$ cat config.mk
export PLATFORM = sky130hd
export DESIGN_NAME = tai_pin_rate
export DESIGN_NICKNAME = d
export VERILOG_FILES = /design/src/rtl/tai_pin_rate.v
export VERILOG_INCLUDE_DIRS = /design/src /design/src/rtl
export SDC_FILE = /design/constraint.sdc
export NUM_CORES = 1
export LEC_CHECK = 0
export ABC_AREA = 1
export BUFFER_PORTS_ARGS = -buffer_cell sky130_fd_sc_hd__buf_2
export CAP_MARGIN = 20
export CORE_MARGIN = 4
export CORE_UTILIZATION = 62
export DETAILED_ROUTE_END_ITERATION = 8
export PLACE_DENSITY = 0.85
export SETUP_SLACK_MARGIN = 0.15
export SYNTH_ARGS = -nofsm -noshare
export SYNTH_HDL_FRONTEND = slang
export SYNTH_SLANG_ARGS = --single-unit
$ cat constraint.sdc
create_clock -name REF_CLK -period 13.5 [get_ports REF_CLK]
set_input_delay 2.7 -clock REF_CLK [delete_from_list [all_inputs] [get_ports REF_CLK]]
set_output_delay 2.7 -clock REF_CLK [all_outputs]
set_load 0.05 [all_outputs]
$ cat src/rtl/tai_pin_rate_regs.vh
// register offsets, field positions, reset values and divider ratios
// for the pin function and data rate block; definitions only
`ifndef TAI_PIN_RATE_REGS_VH
`define TAI_PIN_RATE_REGS_VH

// ********************
// register indices
// ********************
`define PFR_CTRL_IDX 8'h1e
`define SILICON_REV_IDX 8'h1f

// ********************
// control field positions
// ********************
`define ANT_FN_BIT 7
`define TXD_FN_BIT 6
`define TXCM_FN_BIT 5
`define SPARE_FN_BIT 4
`define TXC_IN_BIT 3
`define RATE_MSB 2
`define RATE_LSB 0

// ********************
// reset values
// ********************
`define PFR_CTRL_RST 8'h09
`define REV_RST 8'h5a

// ********************
// divider ratios (oversample clock = bit rate x 20)
// ********************
`define OVS_FACTOR 20
`define DIV_20 13'h0014
`define DIV_40 13'h0028
`define DIV_80 13'h0050
`define DIV_160 13'h00a0
`define DIV_200 13'h00c8
`define DIV_400 13'h0190
`define DIV_2000 13'h07d0
`define DIV_4000 13'h0fa0

// ********************
// transmit timing
// ********************
`define ELASTIC_DEPTH 16
`define EXT_START_BITS 8

`endif

$ cat src/rtl/tai_pin_rate.v
// pin function and data rate control for the transceiver attachment side
// assumes one REF_CLK domain, a synchronous register port, and pin
// inputs already synchronous to REF_CLK
//
// What this block does
// - antenna pin direction from function bits
// - tx data pin direction from function bits
// - tx command pin function from bits
// - internal select drives divided clock out
// - external select makes clock pin input
// - external clock inserts 16-bit elastic buffer
// - external clock delays first data 8 bits
// - low-clock rate codes divide 20..2000
// - high-clock rate codes divide 20..4000
// - receive pll clock is 20x bit rate
// - transmit machine clock equals bit rate
// - read-only 8-bit revision register
`timescale 1ns/1ps
`include "tai_pin_rate_regs.vh"

module tai_pin_rate #(
  parameter [7:0] REVISION = `REV_RST  // arbitrary value
) (
  input wire REF_CLK,
  input wire SRST,
  input wire [7:0] ADDR,
  input wire [7:0] WDATA,
  input wire WR,
  input wire RD,
  output reg [7:0] RDATA,
  input wire ANTENNA_PIN_ENABLE,
  input wire ANTENNA_SWITCHING_ENABLE,
  input wire ANTENNA_SELECT_VAL,
  input wire TX_DATA_PIN_ENABLE,
  input wire TX_COMMAND_PIN_ENABLE,
  input wire RECEIVE_COMMAND_ENABLE,
  input wire CARD_BUS_MODE,
  input wire HIGH_INPUT_CLOCK_FLAG,
  input wire TRANSMIT_START_BIT,
  input wire TX_BIT_IN,
  input wire TX_CMD_VAL,
  input wire [7:0] ALT_ADDR_HI,
  output wire ANTENNA_SELECT_PIN_O,
  output wire ANTENNA_SELECT_PIN_OE_N,
  output wire TX_DATA_PIN_O,
  output wire TX_DATA_PIN_OE_N,
  output wire TX_COMMAND_PIN_O,
  output wire TX_COMMAND_PIN_OE_N,
  input wire TX_CLOCK_PIN_I,
  output wire TX_CLOCK_PIN_O,
  output wire TX_CLOCK_PIN_OE_N,
  output reg PLL_OVS_TICK,
  output reg TX_BIT_TICK,
  output wire TX_BIT_REQ
);

  // ********************
  // registers
  // ********************
  reg [7:0] ctrl_r;
  wire ext_clk = ctrl_r[`TXC_IN_BIT];
  wire [2:0] rate_code = ctrl_r[`RATE_MSB:`RATE_LSB];

  // returns zero for a reserved code
  function [12:0] ratio_of;
    input [2:0] code;
    input hi;
    begin
      ratio_of = 13'h0000;
      if (!hi) begin
        case (code)
          3'h1: ratio_of = `DIV_20;
          3'h2: ratio_of = `DIV_40;
          3'h3: ratio_of = `DIV_80;
          3'h5: ratio_of = `DIV_200;
          3'h6: ratio_of = `DIV_2000;
          default: ratio_of = 13'h0000;
        endcase
      end else begin
        case (code)
          3'h0: ratio_of = `DIV_20;
          3'h1: ratio_of = `DIV_40;
          3'h2: ratio_of = `DIV_80;
          3'h3: ratio_of = `DIV_160;
          3'h5: ratio_of = `DIV_400;
          3'h6: ratio_of = `DIV_4000;
          default: ratio_of = 13'h0000;
        endcase
      end
    end
  endfunction

  // ********************
  // register decode
  // ********************
  // one compare for every strobe keeps the index decoding in one place
  function hit;
    input strobe;
    input [7:0] addr;
    input [7:0] idx;
    begin
      hit = strobe && (addr == idx);
    end
  endfunction

  wire wr_ctrl = hit(WR, ADDR, `PFR_CTRL_IDX);
  wire rd_ctrl = hit(RD, ADDR, `PFR_CTRL_IDX);
  wire rd_rev = hit(RD, ADDR, `SILICON_REV_IDX);

  always @(posedge REF_CLK) begin
    if (SRST) begin
      ctrl_r <= `PFR_CTRL_RST;
    end else if (wr_ctrl) begin
      ctrl_r <= WDATA;
    end
  end

  // ********************
  // register read
  // ********************
  always @(posedge REF_CLK) begin
    if (SRST) begin
      RDATA <= 8'h00;
    end else if (rd_ctrl) begin
      RDATA <= ctrl_r & ~(8'h01 << `SPARE_FN_BIT);
    end else if (rd_rev) begin
      RDATA <= REVISION;
    end else begin
      RDATA <= 8'h00;
    end
  end

  // ********************
  // rate divider
  // ********************
  // the oversample tick is divided by 20 again for the bit tick, so
  // the pll always sees exactly twenty ticks per bit
  reg [12:0] ratio_r;
  reg [8:0] ovs_cnt_r;
  reg [4:0] bit_cnt_r;
  reg txc_r;
  wire [12:0] new_ratio = ratio_of(rate_code, HIGH_INPUT_CLOCK_FLAG);
  wire [31:0] ovs_full = ratio_r / `OVS_FACTOR;
  // largest ratio over twenty still fits nine bits
  wire [8:0] ovs_div = ovs_full[8:0];

  always @(posedge REF_CLK) begin
    if (SRST) begin
      ratio_r <= 13'h0000;
      ovs_cnt_r <= 9'h000;
      bit_cnt_r <= 5'h00;
      PLL_OVS_TICK <= 1'b0;
      TX_BIT_TICK <= 1'b0;
      txc_r <= 1'b0;
    end else begin
      if (new_ratio != 13'h0000) begin
        ratio_r <= new_ratio;
      end
      PLL_OVS_TICK <= 1'b0;
      TX_BIT_TICK <= 1'b0;
      if (ratio_r == 13'h0000) begin
        ovs_cnt_r <= 9'h000;
        bit_cnt_r <= 5'h00;
      end else if (ovs_cnt_r >= ovs_div - 9'h001) begin
        ovs_cnt_r <= 9'h000;
        PLL_OVS_TICK <= 1'b1;
        if (bit_cnt_r == 5'd19) begin
          bit_cnt_r <= 5'h00;
          TX_BIT_TICK <= 1'b1;
        end else begin
          bit_cnt_r <= bit_cnt_r + 5'h01;
        end
        // tx clock high for first half of the bit
        if (bit_cnt_r == 5'd19) begin
          txc_r <= 1'b1;
        end else if (bit_cnt_r == 5'd9) begin
          txc_r <= 1'b0;
        end
      end else begin
        ovs_cnt_r <= ovs_cnt_r + 9'h001;
      end
    end
  end

  assign TX_CLOCK_PIN_O = txc_r;
  assign TX_CLOCK_PIN_OE_N = ext_clk;

  // ********************
  // external clock elastic buffer
  // ********************
  // bits are written on internal bit ticks and read on rising edges of
  // the external pin; the pin is sampled as an ordinary input
  reg [`ELASTIC_DEPTH-1:0] fifo_r;
  reg [3:0] wptr_r;
  reg [3:0] rptr_r;
  reg [4:0] fill_r;
  reg ext_d_r;
  reg started_r;
  reg out_bit_r;
  wire ext_rise = TX_CLOCK_PIN_I && !ext_d_r;
  // a full store drops the bit rather than overwrite unread data
  wire do_wr = ext_clk && TX_BIT_TICK && fill_r != 5'd16;
  wire do_rd = ext_clk && ext_rise && started_r && fill_r != 5'h00;

  always @(posedge REF_CLK) begin
    if (SRST || !ext_clk || !TRANSMIT_START_BIT) begin
      wptr_r <= 4'h0;
      rptr_r <= 4'h0;
      fill_r <= 5'h00;
      started_r <= 1'b0;
      ext_d_r <= 1'b0;
      out_bit_r <= 1'b0;
      fifo_r <= 16'h0000;
    end else begin
      ext_d_r <= TX_CLOCK_PIN_I;
      if (do_wr) begin
        fifo_r[wptr_r] <= TX_BIT_IN;
        wptr_r <= wptr_r + 4'h1;
      end
      if (do_rd) begin
        out_bit_r <= fifo_r[rptr_r];
        rptr_r <= rptr_r + 4'h1;
      end
      fill_r <= fill_r + {4'h0, do_wr} - {4'h0, do_rd};
      if (fill_r >= `EXT_START_BITS) begin
        started_r <= 1'b1;
      end
    end
  end

  // ********************
  // transmit data source
  // ********************
  assign TX_BIT_REQ = ext_clk ? do_wr : TX_BIT_TICK;
  wire tx_bit = ext_clk ? out_bit_r : TX_BIT_IN;

  // ********************
  // multi-function pins
  // ********************
  // card bus mode hands these pins over to upper address lines; the
  // pins then always drive, whatever the function bits hold
  function drive_of;
    input card;
    input fn;
    input en;
    begin
      if (card) begin
        drive_of = 1'b1;
      end else begin
        drive_of = fn && en;
      end
    end
  endfunction

  wire ant_drive = drive_of(CARD_BUS_MODE, ctrl_r[`ANT_FN_BIT], ANTENNA_PIN_ENABLE);
  wire txd_drive = drive_of(CARD_BUS_MODE, ctrl_r[`TXD_FN_BIT], TX_DATA_PIN_ENABLE);
  // tx command pin resolve
  // outside card bus mode, a receive command owner keeps the command pin released
  wire txcm_drive = drive_of(CARD_BUS_MODE, ctrl_r[`TXCM_FN_BIT],
    TX_COMMAND_PIN_ENABLE && !RECEIVE_COMMAND_ENABLE);

  reg ant_val;
  reg txd_val;
  reg txcm_val;

  always @* begin
    ant_val = 1'b0;
    txd_val = tx_bit;
    txcm_val = TX_CMD_VAL;
    if (CARD_BUS_MODE) begin
      ant_val = ALT_ADDR_HI[7];
      txd_val = ALT_ADDR_HI[7];
      txcm_val = ALT_ADDR_HI[5];
    end else if (ANTENNA_SWITCHING_ENABLE) begin
      ant_val = ANTENNA_SELECT_VAL;
    end
  end

  assign ANTENNA_SELECT_PIN_OE_N = !ant_drive;
  assign ANTENNA_SELECT_PIN_O = ant_val;
  assign TX_DATA_PIN_OE_N = !txd_drive;
  assign TX_DATA_PIN_O = txd_val;
  assign TX_COMMAND_PIN_OE_N = !txcm_drive;
  assign TX_COMMAND_PIN_O = txcm_val;

endmodule

* Word-level counts from Yosys, hierarchy flattened
Cells that the tools add are included.
Cells by class: add/sub/neg operators 7, div/mod/pow operators 1, magnitude comparators 5, eq/ne operators 10, multiplexer cells 24, bitwise logic cells 2, reduce and logical (&&, ||, !) cells 33
Operators by type and width (number):
- 12-bit one-hot mux with 6 select lines | 1
- 11-bit one-hot mux with 5 select lines | 1
- 13-bit by 5-bit divider with 32-bit output (second input constant) | 1
- 16-bit bitwise mux | 1
- 8-bit by 5-bit == test with 1-bit output (second input constant) | 2
- 1-bit two-way mux | 15
- 1-bit logical AND | 14
- 13-bit logical NOT | 1
- 13-bit two-way mux | 1
- 13-bit nonzero test | 1
- 4-bit by 5-bit less-than comparator with 1-bit output (second input constant) | 2
- 9-bit by 1-bit adder with 9-bit output (second input constant) | 1
- 9-bit >= comparator | 1
- 9-bit by 1-bit subtractor with 9-bit output (second input constant) | 1
- 4-bit by 1-bit adder with 4-bit output (second input constant) | 2
- 8-bit two-way mux | 1
- 1-bit logical NOT | 7
- 7-bit two-way mux | 1
- 3-bit by 2-bit == test with 1-bit output (second input constant) | 2
- 3-bit == test (second input constant) | 2
- 3-bit OR reduction | 2
- 5-bit by 1-bit adder with 5-bit output | 1
- 5-bit by 1-bit adder with 5-bit output (second input constant) | 1
- 5-bit by 4-bit == test with 1-bit output (second input constant) | 1
- 16 further kinds | 19
Word-level totals: register bits after elaboration 78, input bits 40, output and inout port bits 19

* Logic depth before layout (Yosys ltp)
Gate-level depths: netlist of the first run.
depth after elaboration 6, mapped depth 42, depth with buffers taken out 41

* Worst setup path before layout of the first run
Ideal clock, no wire load.
path kind input port to output port, start input CARD_BUS_MODE, end output ANTENNA_SELECT_PIN_O, arrival 3.873 ns, data required time 10.800 ns, slack 6.927 ns, stages 2, path buffers 0, cell sequence inv_1 -> o21ai_0
On the way: cells in the longest elaborated chain, start to end 1
RTL lines:
- start: declaration | line tai_pin_rate.v:37 | input wire CARD_BUS_MODE,
- 1-bit two-way mux | line tai_pin_rate.v:270 | if (CARD_BUS_MODE) begin
- end: declaration | line tai_pin_rate.v:43 | output wire ANTENNA_SELECT_PIN_O,
Every way passes these cells.

* Worst setup path in the final report of the first run
start input TX_BIT_IN, end output TX_DATA_PIN_O
On the way: cells in the longest elaborated chain, start to end 2
RTL lines:
- start: declaration | line tai_pin_rate.v:40 | input wire TX_BIT_IN,
- 1-bit two-way mux | line tai_pin_rate.v:235 | wire tx_bit = ext_clk ? out_bit_r : TX_BIT_IN;
- 1-bit two-way mux | line tai_pin_rate.v:270
- end: declaration | line tai_pin_rate.v:45 | output wire TX_DATA_PIN_O,
Every way passes these cells.

==> summary.txt, run 1 <==
Run status
  • Status: complete, no violations

Global route
  • First-pass GRT wire length: 15.4 mm
  • Tot GR Track Use: 24.2%
  • Grt total ovfl: 0
  • Vias in the first global route: 3747
  • Initial antenna violation count: 0
  • Largest net degree at the start of global routing: 21

Setup path
  • Worst-path cell chain: buf_2, o21ai_0, o22ai_1, buf_2
  • CP max stage cell: buf_2
  • Worst Setup End Kind: output port
  • CP max stage delay: 0.28 ns
  • CP Launch Type: primary input
  • Critical path arrival: 3.51 ns
  • Max FO, Critical Path: 17
  • CP required: 10.80 ns
  • Most frequent CP cell: buf_2
  • CP Class: primary input to output port

Synthesis
  • Post-synth cell types: 37
  • Largest family of logic cells by synthesized area: simple AND/OR/NAND/NOR gates
  • Post-Syn Area: 4100 µm²
  • Mapped Cells: 589
  • Adder-Cell Fraction of Synth Area: 8.42%
  • Syn_area_per_cell: 6.96 µm²
  • Flops & latches, synth: 73
  • Yosys warning count: 0
  • Multiplexer share of the synthesized area: 0%
  • Simple logic cell fraction of the synthesized area: 27.7%
  • Post-synthesis xor/xnor area fraction: 1.71%
  • Compound-Gate Fraction of Synth Area: 17.0%
  • Post-synthesis net count: 656
  • Register area share after synthesis: 35.6%

STA
  • Hold Vio Cnt, Final: 0
  • Setup violators final: 0
  • Clock Skew: 0.00910 ns
  • Final min period: 6.21 ns
  • Unrepaired setup endpoints after global routing: false
  • TNS Setup: 0 ns
  • Relative slew slack: 61.5%
  • Slew Viols, Final: 0
  • Tcrit/Tclk final: 46.0%
  • Fmax: 161 MHz
  • Worst-Margin Slew: 0.573 ns

Final layout
  • Area growth syn-to-layout: 12.5%
  • Share of cells above drive strength 1: 15.3%
  • Final core occ: 72.3%
  • # diodes: 0
  • Nets@finish: 709

Pwr
  • Power Density: 93.2 nW/µm²
  • Leak pwr: 2.09 nW
  • Max VDD drop: 0.0731 mV
  • Final Total Pwr: 430 µW

Clocking
  • # clock sinks: 73
  • TritonCTS Buffers: 9
  • TritonCTS clock tree: yes
  • Root Buffer Master: clkbuf_8
  • Hold Buf Count CTS: 0
  • Setup Fix Bufs, Post-CTS: 0
  • Clock Tree Buf Depth: 2
  • CTS resizes: 0
  • Clk_lat worst skew: 0.35 ns
  • H-Tree Depth: 3
  • Clock Pin Slew Worst Setup and Hold Paths: 0.08 ns

Job
  • Max_cap viols: 0

Floorplan
  • DIE WIDTH: 89.3 µm
  • FP Rows: 29
  • Top Ports: 59
  • Initial core utilization: 64.2%
  • Die H: 89.3 µm
  • Die area: 7980 µm²
  • Core footprint: 6390 µm²

Routing
  • WL/cell: 12.5 µm
  • DR vias: 3974
  • Initial DRC Count: 198
  • Routed wire length: 9.08 mm
  • Detailed Routing Iterations Pass 1: 5
  • Post-DRT Antenna Nets: 0
  • Via density: 5.49
  • Remaining DRCs: 0

Placement
  • HPWL Detailed: 6.83 mm
  • Input/output buffers: 51
  • Routability cong.: 0.847

Min path
  • Min-Delay Path Class: flop to flop
-- flip-flops by register name, summed over array words and instances (netlist names), 4 cells and up --
name	cells
fill_r	5
ratio_r	9
wptr_r	4
RDATA	8
ovs_cnt_r	9
fifo_r	16
ctrl_r	7
bit_cnt_r	5
rptr_r	4
-- critical path, delay by kind of cell --
| kind | cells | cell delay, ns |
|---|---|---|
| buffers and inverters | 2 | 0.55 |
| AOI/OAI and AO/OA | 2 | 0.25 |
-- cells in the mapped netlist (all sizes together) --
library cell	count	area share [%]
nand2	117	13
inv	94	8.6
dfxtp	73	36
a21oi	65	7.9
nand3	55	7.1
nor2	54	5.0
o21ai	46	5.6
ha	26	7.9
clkbuf	9	0.82
nand4	8	1.2
xor2	6	1.3
nor3	5	0.73
a31oi	4	0.61
nor4	4	0.61
o22ai	3	0.46
a211oi	2	0.37
a221oi	2	0.43
clkinv	2	0.18
o211ai	2	0.37
xnor2	2	0.43
a21boi	1	0.18
a22oi	1	0.18
a311oi	1	0.21
and2	1	0.15
and3	1	0.15
fa	1	0.49
nand3b	1	0.18
o21a	1	0.21
o31ai	1	0.18
o32ai	1	0.21
-- final cells by class --
type	count	area, µm²
Multi-Input combinational cell	411	2250
Sequential cell	73	1460
Timing Repair Buffer	51	255
Fill cell	494	1770
Clock buffer	10	128
Clock inverter	6	67.6
Tap cell	77	96.3
Inverter	96	360
-- through the flow --
| step | setup slack [ns] | hold WS [ns] | cell area [µm²] | instances |
|---|---|---|---|---|
| floorplan | 6.93 | 0.430 | 4100 | 589 |
| global placement | 7.31 | 0.442 | 4420 | 708 |
| detailed placement | 7.31 | 0.449 | 4420 | 708 |
| CTS | 7.30 | 0.461 | 4610 | 724 |
| global route | 7.23 | 0.467 | 4610 | 724 |
| finish | 7.29 | 0.463 | 4610 | 724 |
-- routing by layer --
metal / part of all wire, % / track usage (%) / up-vias
li1: - / - / 2056
met1: 45 / 29.2 / 1772
met2: 48 / 42.4 / 136
met3: 5.8 / 5.81 / 10
met4: 1.4 / 7.44 / 0
met5: 0 / 0 / -
-- cells in the final DEF, fill, tap and decap left out, types with 2 or more instances in the layout --
cell type | synthesis | final
o211ai_1 | 2 | 2
clkinvlp_4 | 0 | 2
clkinv_1 | 2 | 2
xnor2_1 | 2 | 2
a31oi_1 | 4 | 4
inv_2 | 7 | 7
nor4_1 | 4 | 4
nand2_1 | 97 | 97
buf_2 | 0 | 51
nand3_2 | 3 | 3
o21ai_0 | 45 | 45
inv_1 | 87 | 87
nor3_1 | 4 | 4
dfxtp_1 | 73 | 73
a221oi_1 | 2 | 2
a21oi_1 | 65 | 65
nand2_4 | 5 | 5
clkbuf_8 | 0 | 9
xor2_1 | 6 | 6
nand2_2 | 15 | 15
nand4_1 | 8 | 8
nand3_1 | 52 | 52
a211oi_1 | 2 | 2
o22ai_1 | 3 | 3
ha_1 | 26 | 26
nor2_1 | 53 | 53
-- power by group --
part | internal [mW] | switching [mW] | leakage [nW] | total [mW]
clock | 0.0860 | 0.0842 | 0.0929 | 0.170
combinational | 0.0143 | 0.0245 | 1.40 | 0.0388
sequential | 0.218 | 0.00321 | 0.590 | 0.221
total | 0.318 | 0.112 | 2.09 | 0.430
-- worst paths after layout --
check | from | end | slack (ns) | cells after the start
min reg2reg | fifo_r[14] | fifo_r[14] | 0.46 | 2
max | TX_BIT_IN | TX_DATA_PIN_O | 7.29 | 4
max reg2reg | ratio_r[11] | ovs_cnt_r[6] | 8.43 | 40
min | fifo_r[14] | fifo_r[14] | 0.46 | 2
-- logic make-up (layout without fill, tap and decap cells) --
kind of cell / after synthesis / count (layout)
adders and majority gates: 27 / 27
buffers and inverters: 105 / 163
AOI/OAI and AO/OA: 130 / 130
DFF: 73 / 73
xor gates and xnor gates: 8 / 8
and+or+nand+nor: 246 / 246
Note: power is estimated with default switching activity, not from simulation.
==> inputs of run 2 (changes only) <==
ABC_AREA = 0   (was 1)
CORE_UTILIZATION = 58   (was 62)
PLACE_DENSITY = 0.8   (was 0.85)
clock period = 5.8 ns   (was 13.5 ns; I/O delays follow)
==> summary.txt, run 2 <==
Run status
  • Status: complete, no violations

Synthesis
  • Post-synth ARST share: 0% (unchanged)
  • Count leader, synth: dfxtp_1
  • Synth area leader: dfxtp_1
  • Mapped Cells: 532 (-9.7%)
  • Register area share after synthesis: 32.8% (-2.8 points)
  • Post-synth cell types: 68 (+84%)
  • Syn_area_per_cell: 8.36 µm² (+20%)
  • Post-synthesis net count: 599 (-8.7%)
  • Post-Syn Area: 4450 µm² (+8.5%)
  • Yosys warning count: 0 (unchanged)
  • Synth area leaders: dfxtp_1 33%, ha_1 7.3%, mux2i_1 6.3%
  • Flops & latches, synth: 73 (unchanged)
  • Yosys top cell area share: 32.8% (-2.8 points)
  • Most instantiated cells after synthesis: 73 x dfxtp_1, 72 x nor2_1, 29 x inv_1
  • Post-synth EDFFs: 0 (unchanged)
  • Most used DFF post-synth: dfxtp_1

Pwr
  • Sequential Power Share: 49.3% (-2.1 points)
  • NetSw: 276 µW (+150%)
  • Clock share of power: 40.1% (+0.5 points)
  • Combinational share of power: 10.6% (+1.6 points)
  • Max VDD drop: 0.154 mV (+110%)
  • Power Density: 211 nW/µm² (+130%)
  • Switching Share: 26.6% (+0.60 points)
  • Internal power: 762 µW (+140%)
  • Leak pwr: 2.02 nW (-3.0%)

Setup path
  • Max FO, Critical Path: 21 (+4)
  • CP required: 6.08 ns (-4.72 ns)
  • CP Launch Type: flop
  • CP Class: flop to flop
  • Critical path arrival: 5.50 ns (+1.99 ns)
  • Critical path startpoint: ratio_r[7]
  • Worst-path cell chain: and2b_4, xnor2_1, a32o_1, o31ai_1, a21oi_1, nor4_1, ha_1, nand2_1, nor3_1, a41o_1, a41o_1, o22ai_1, ha_1, inv_1, o21ai_0, o22ai_1, or4_1, a21oi_1
  • RR Startpoint: ratio_r[7]
  • Worst Setup End Kind: flop
  • CP max stage cell: dfxtp_1
  • CP max stage delay: 0.75 ns (+0.47 ns)

Final layout
  • Largest Register: fifo_r
  • Number of fill cells: 623 (+26%)
  • Nets@finish: 628 (-11%)
  • # diodes: 0 (unchanged)
  • Number of flip-flops in the largest register: 16 (unchanged)
  • Commonest non-fill, non-tap cells in the layout: 72 x nor2_1, 71 x dfxtp_1, 51 x buf_2
  • Area growth syn-to-layout: 10.8%
  • Commonest non-fill, non-tap cell in the layout: nor2_1
  • Final core occ: 66.9% (-5.4 points)
  • Share of cells above drive strength 1: 15.2% (-0.11 points)
  • Largest registers: fifo_r x16, ovs_cnt_r x9, ratio_r x9

Routing
  • WL/cell: 15.0 µm (+19%)
  • Initial DRC Count: 234 (+18%)
  • Detailed Routing Iterations Pass 1: 5 (unchanged)
  • Routed wire length: 9.95 mm (+9.7%)
  • Via density: 5.90 (+7.4%)
  • Post-DRT Antenna Nets: 0 (unchanged)
  • Remaining DRCs: 0 (unchanged)
  • DR vias: 3922 (-1.3%)

Min path
  • Hold Startpoint: started_r
  • Min-Delay Path Class: flop to flop

Floorplan
  • FP Rows: 31 (+6.9%)
  • DIE WIDTH: 95.6 µm (+7.0%)
  • Initial core utilization: 60.4% (-3.9 points)
  • Core footprint: 7370 µm² (+15%)
  • Top Ports: 59 (unchanged)
  • Die area: 9140 µm² (+14%)
  • Die H: 95.6 µm (+7.0%)

STA
  • Slew Viols, Final: 0 (unchanged)
  • Relative slew slack: 50.7% (-11 points)
  • Clock Skew: 0.0111 ns (+0.00200 ns)
  • Unrepaired setup endpoints after global routing: false
  • TNS Setup: 0 ns (unchanged)
  • Setup violators final: 0 (unchanged)
  • Final min period: 5.22 ns
  • Fmax: 192 MHz
  • Hold Vio Cnt, Final: 0 (unchanged)
  • Tcrit/Tclk final: 90.0%
  • Worst-Margin Slew: 0.738 ns (+0.166 ns)

Clocking
  • Clk_lat worst skew: 0.35 ns (about the same)
  • # clock sinks: 73 (unchanged)
  • H-Tree Depth: 3 (unchanged)
  • Clock Pin Slew Worst Setup and Hold Paths: 0.08 ns (about the same)
  • TritonCTS Buffers: 9 (unchanged)
  • Setup Fix Bufs, Post-CTS: 0 (unchanged)
  • Clock Tree Buf Depth: 2 (unchanged)
  • Root Buffer Master: clkbuf_8
  • TritonCTS clock tree: yes

Placement
  • HPWL Detailed: 7.02 mm (+2.7%)
  • Routability cong.: 0.864 (+1.9%)
  • Input/output buffers: 51 (unchanged)

Job
  • Max_cap viols: 0 (unchanged)

Global route
  • Grt total ovfl: 0 (unchanged)
  • First-pass GRT wire length: 16.4 mm (+6.3%)
  • Vias in the first global route: 3692 (-1.5%)
  • Initial antenna violation count: 0 (unchanged)
  • Tot GR Track Use: 22.3% (-1.9 points)
  • Largest net degree at the start of global routing: 23 (+9.5%)
==> run 2: cell count changes after synthesis, moves of 15 or more <==
cell,previous run,this run
nand2_1,97,28
inv_1,87,29
a21oi_1,65,28
o21ai_0,45,13
nand3_1,52,22
mux2i_1,0,28
nor2_1,53,72
clkbuf_1,9,25
nand2_2,15,0
==> run 2: cells by family (layout without fill, tap and decap cells) <==
group / Yosys count / count (layout) / share of synthesized area [%]
flip-flops: 73 / 73 / 32.8
AO/OA/AOI/OAI: 110 / 110 / 17.0
buffers and inverters: 67 / 101 / 6.13
XOR/XNOR: 22 / 22 / 4.33
multiplexers: 35 / 35 / 9.34
AND/OR/NAND/NOR: 196 / 196 / 22.2
adder cells (fa/ha/maj): 29 / 29 / 8.21
==> run 2: repair_timing <==
action                     4_1_cts  5_1_grt
resized for setup                0        2
hold buffers                     0        0
setup endpoints to repair        0        2
==> run 2: worst max-delay path, delay by kind of cell, from the launching register on <==
kind / cells / cell delay, ns
XOR/XNOR: 1 / 0.07
adder cells (fa/ha/maj): 2 / 0.63
flip-flops: 1 / 0.75
buffers and inverters: 1 / 0.04
AO/OA/AOI/OAI: 9 / 2.12
AND/OR/NAND/NOR: 5 / 1.54
==> run 2: power groups by stage <==
| stage | Sequential [mW] | Combinational (mW) | Clock [mW] |
|---|---|---|---|
| 2_1_floorplan | 0.519 | 0.0803 | 0 |
| 3_3_place_gp | 0.523 | 0.103 | 0 |
| 3_5_place_dp | 0.524 | 0.109 | 0 |
| 4_1_cts | 0.512 | 0.110 | 0.422 |
| 5_1_grt | 0.513 | 0.122 | 0.438 |
| 6_report | 0.512 | 0.110 | 0.416 |
==> run 2: final cells by class <==
type                    count  area [µm²]  share of cell area (%)
clock buffers              10         138                    2.79
clock inverters             6        67.6                    1.37
inverters                  29         109                    2.21
multi-input cells         392        2720                    55.1
flip-flops and latches     73        1460                    29.7
well taps                  99         124                    2.51
repair buffers             56         313                    6.35
==> run 2: per-layer routing <==
layer	part of all wire, %	track usage (%)	vias to the layer above
met5	0	0	-
met4	0.76	7.70	0
met3	4.4	4.18	9
met2	51	38.0	93
met1	44	28.0	1857
li1	-	-	1963
==> run 2: path summary, 6_finish.rpt <==
check / endpoint / slack [ns] / cells past startpoint
max: bit_cnt_r[3] / 0.58 / 18
min: started_r / 0.47 / 2
max reg2reg: bit_cnt_r[3] / 0.58 / 18
min reg2reg: started_r / 0.47 / 2
==> run 2: through the flow <==
| stage | power, mW | hold WS, ns | worst slack, ns | instances | cell area, µm² |
|---|---|---|---|---|---|
| after detailed placement | 0.633 | 0.458 | 0.590 | 649 | 4720 |
| after CTS | 1.04 | 0.470 | 0.558 | 665 | 4930 |
| after global routing | 1.07 | 0.506 | 0.154 | 665 | 4930 |
| after global placement | 0.626 | 0.449 | 0.788 | 648 | 4690 |
| after floorplan | 0.599 | 0.430 | 1.39 | 532 | 4450 |
| final | 1.04 | 0.470 | 0.580 | 665 | 4930 |
==> inputs of run 3 (changes only) <==
ABC_AREA = 1   (was 0)
CORE_UTILIZATION = 57   (was 58)
==> summary.txt, run 3 (synthesis results as in run 1) <==
Global route
  • Tot GR Track Use: 22.7% (+0.48 points)
  • Grt total ovfl: 0 (unchanged)
  • Largest net degree at the start of global routing: 21 (-8.7%)
  • Vias in the first global route: 3707 (+0.41%)
  • Initial antenna violation count: 0 (unchanged)
  • First-pass GRT wire length: 16.1 mm (-1.6%)

Pwr
  • Max VDD drop: 0.144 mV (-6.6%)
  • Combinational share of power: 9.4% (-1.2 points)
  • NetSw: 261 µW (-5.4%)
  • Leak pwr: 2.08 nW (+3.0%)
  • Internal power: 710 µW (-6.8%)
  • Power Density: 210 nW/µm² (-0.20%)
  • Final Total Pwr: 972 µW (-6.4%)
  • Sequential Power Share: 52.9% (+3.6 points)
  • Clock share of power: 37.7% (-2.4 points)
  • Switching Share: 26.9% (+0.28 points)

Placement
  • Pre-CTS WS: 0.827 ns (+0.237 ns)
  • Placed Instance Area: 4440 µm² (-5.9%)
  • Routability cong.: 0.861 (-0.27%)
  • Input/output buffers: 51 (unchanged)
  • Post-Place Cells: 727 (+12%)
  • HPWL Detailed: 6.88 mm (-1.9%)

Final layout
  • Largest registers: fifo_r x16, ovs_cnt_r x9, ratio_r x9
  • Post-route cell area: 4620 µm² (-6.2%)
  • Commonest non-fill, non-tap cells in the layout: 97 x nand2_1, 87 x inv_1, 73 x dfxtp_1
  • Nets@finish: 709 (+13%)
  • Share of cells above drive strength 1: 15.3% (+0.11 points)
  • Final core occ: 66.9% (about the same)
  • Commonest non-fill, non-tap cell in the layout: nand2_1
  • Largest Register: fifo_r
  • # diodes: 0 (unchanged)
  • Number of flip-flops in the largest register: 16 (unchanged)
  • Non-filler cells, final: 743 (+12%)
  • Number of fill cells: 644 (+3.4%)
  • Area growth syn-to-layout: 12.7%

Setup path
  • CP required: 6.05 ns (-0.03 ns)
  • Crit path max-delay family: simple AND/OR/NAND/NOR gates
  • Worst Setup End Kind: flop
  • CP max stage cell: dfxtp_1
  • Max FO, Critical Path: 12 (-43%)
  • Reg2reg setup slack: 0.74 ns (+0.16 ns)
  • RR Startpoint: ratio_r[10]
  • CP Class: flop to flop
  • CP Launch Type: flop
  • Critical path arrival: 5.32 ns (-0.18 ns)
  • Critical path startpoint: ratio_r[10]
  • Most frequent CP cell: nand2_2
  • Worst path bufs/invs: 4 (+3)
  • CP max stage delay: 0.38 ns (-0.37 ns)

Routing
  • WL/cell: 12.3 µm (-18%)
  • DR vias: 3912 (-0.25%)
  • Post-DRT Antenna Nets: 0 (unchanged)
  • Routed wire length: 9.12 mm (-8.3%)
  • Initial DRC Count: 192 (-18%)
  • Via density: 5.27 (-11%)
  • Detailed Routing Iterations Pass 1: 5 (unchanged)
  • Remaining DRCs: 0 (unchanged)

Clocking
  • Clk_lat worst skew: 0.35 ns (about the same)
  • TritonCTS Buffers: 9 (unchanged)
  • Clock Tree Buf Depth: 2 (unchanged)
  • Clock Pin Slew Worst Setup and Hold Paths: 0.09 ns (about the same)
  • Hold Buf Count CTS: 0 (unchanged)
  • CTS resizes: 0 (unchanged)
  • H-Tree Depth: 3 (unchanged)
  • Root Buffer Master: clkbuf_8
  • TritonCTS clock tree: yes
  • # clock sinks: 73 (unchanged)
  • Setup Fix Bufs, Post-CTS: 0 (unchanged)

Floorplan
  • Initial core utilization: 59.4% (-0.99 points)
  • Die H: 92.8 µm (-2.9%)
  • DIE WIDTH: 92.8 µm (-2.9%)
  • Core footprint: 6910 µm² (-6.3%)
  • Die area: 8620 µm² (-5.7%)
  • FP Rows: 30 (-3.2%)
  • Top Ports: 59 (unchanged)

STA
  • Clock Skew: 0.0151 ns (+0.00404 ns)
  • Slew Viols, Final: 0 (unchanged)
  • Worst-Margin Slew: 0.561 ns (-0.177 ns)
  • Tcrit/Tclk final: 87.3% (-2.7 points)
  • Fmax: 197 MHz (+3.1%)
  • Setup violators final: 0 (unchanged)
  • TNS Setup: 0 ns (unchanged)
  • Relative slew slack: 62.5% (+12 points)
  • Setup ws final: 0.735 ns (+0.156 ns)
  • Final min period: 5.06 ns (-0.156 ns)
  • Worst hold slack: 0.463 ns (-0.00718 ns)
  • Hold Vio Cnt, Final: 0 (unchanged)
  • Unrepaired setup endpoints after global routing: false

Run status
  • Status: complete, no violations

Min path
  • Hold Startpoint: fifo_r[1]
  • Min-Delay Path Class: flop to flop

Job
  • Max_cap viols: 0 (unchanged)
run 3: cell count changes in the layout (fill, tap and decap cells not counted), sizes merged, moves of 28 or more:
cell / before / now
o21ai: 13 / 46
inv: 29 / 95
nand3: 22 / 55
a21oi: 28 / 65
nand2: 28 / 117
mux2i: 28 / 0
run 3: area by class of cell:
type                            instances  area [µm²]  share of cell area [%]
Clock buffer                           11         141                    3.06
Clock inverter                          5        38.8                   0.839
Inverter                               96         360                    7.79
Multi-Input combinational cell        411        2250                    48.6
Sequential cell                        73        1460                    31.6
Tap cell                               96         120                    2.60
Timing Repair Buffer                   51         255                    5.52
run 3: worst register-to-register path, delay by kind of cell (launching register included):
family          cells  cell delay (ns)
simple gates       24             2.57
flops               1             0.38
buf+inv             4             0.43
compound gates      7             0.94
fa+ha+maj           2             0.48
xor+xnor            1             0.17
run 3: worst paths after layout:
check	end	cells past startpoint
setup / recovery	ovs_cnt_r[6]	38
hold / removal	fifo_r[1]	2
setup reg to reg	ovs_cnt_r[6]	38
hold reg to reg	fifo_r[1]	2
run 3: per-layer routing:
metal	GRT usage [%]	routed length, µm	vias to the layer above
met5	0	0	-
met3	4.31	309	13
li1	-	-	2046
met1	28.1	4170	1781
met4	7.94	136	0
met2	39.4	4500	72
run 3: power by group through the flow:
| stage | clock network (mW) | logic (mW) | registers [mW] |
|---|---|---|---|
| after floorplan | 0 | 0.0639 | 0.525 |
| after global placement | 0 | 0.0866 | 0.526 |
| after detailed placement | 0 | 0.0910 | 0.526 |
| after CTS | 0.372 | 0.0916 | 0.514 |
| after global routing | 0.396 | 0.106 | 0.516 |
| final | 0.366 | 0.0910 | 0.514 |
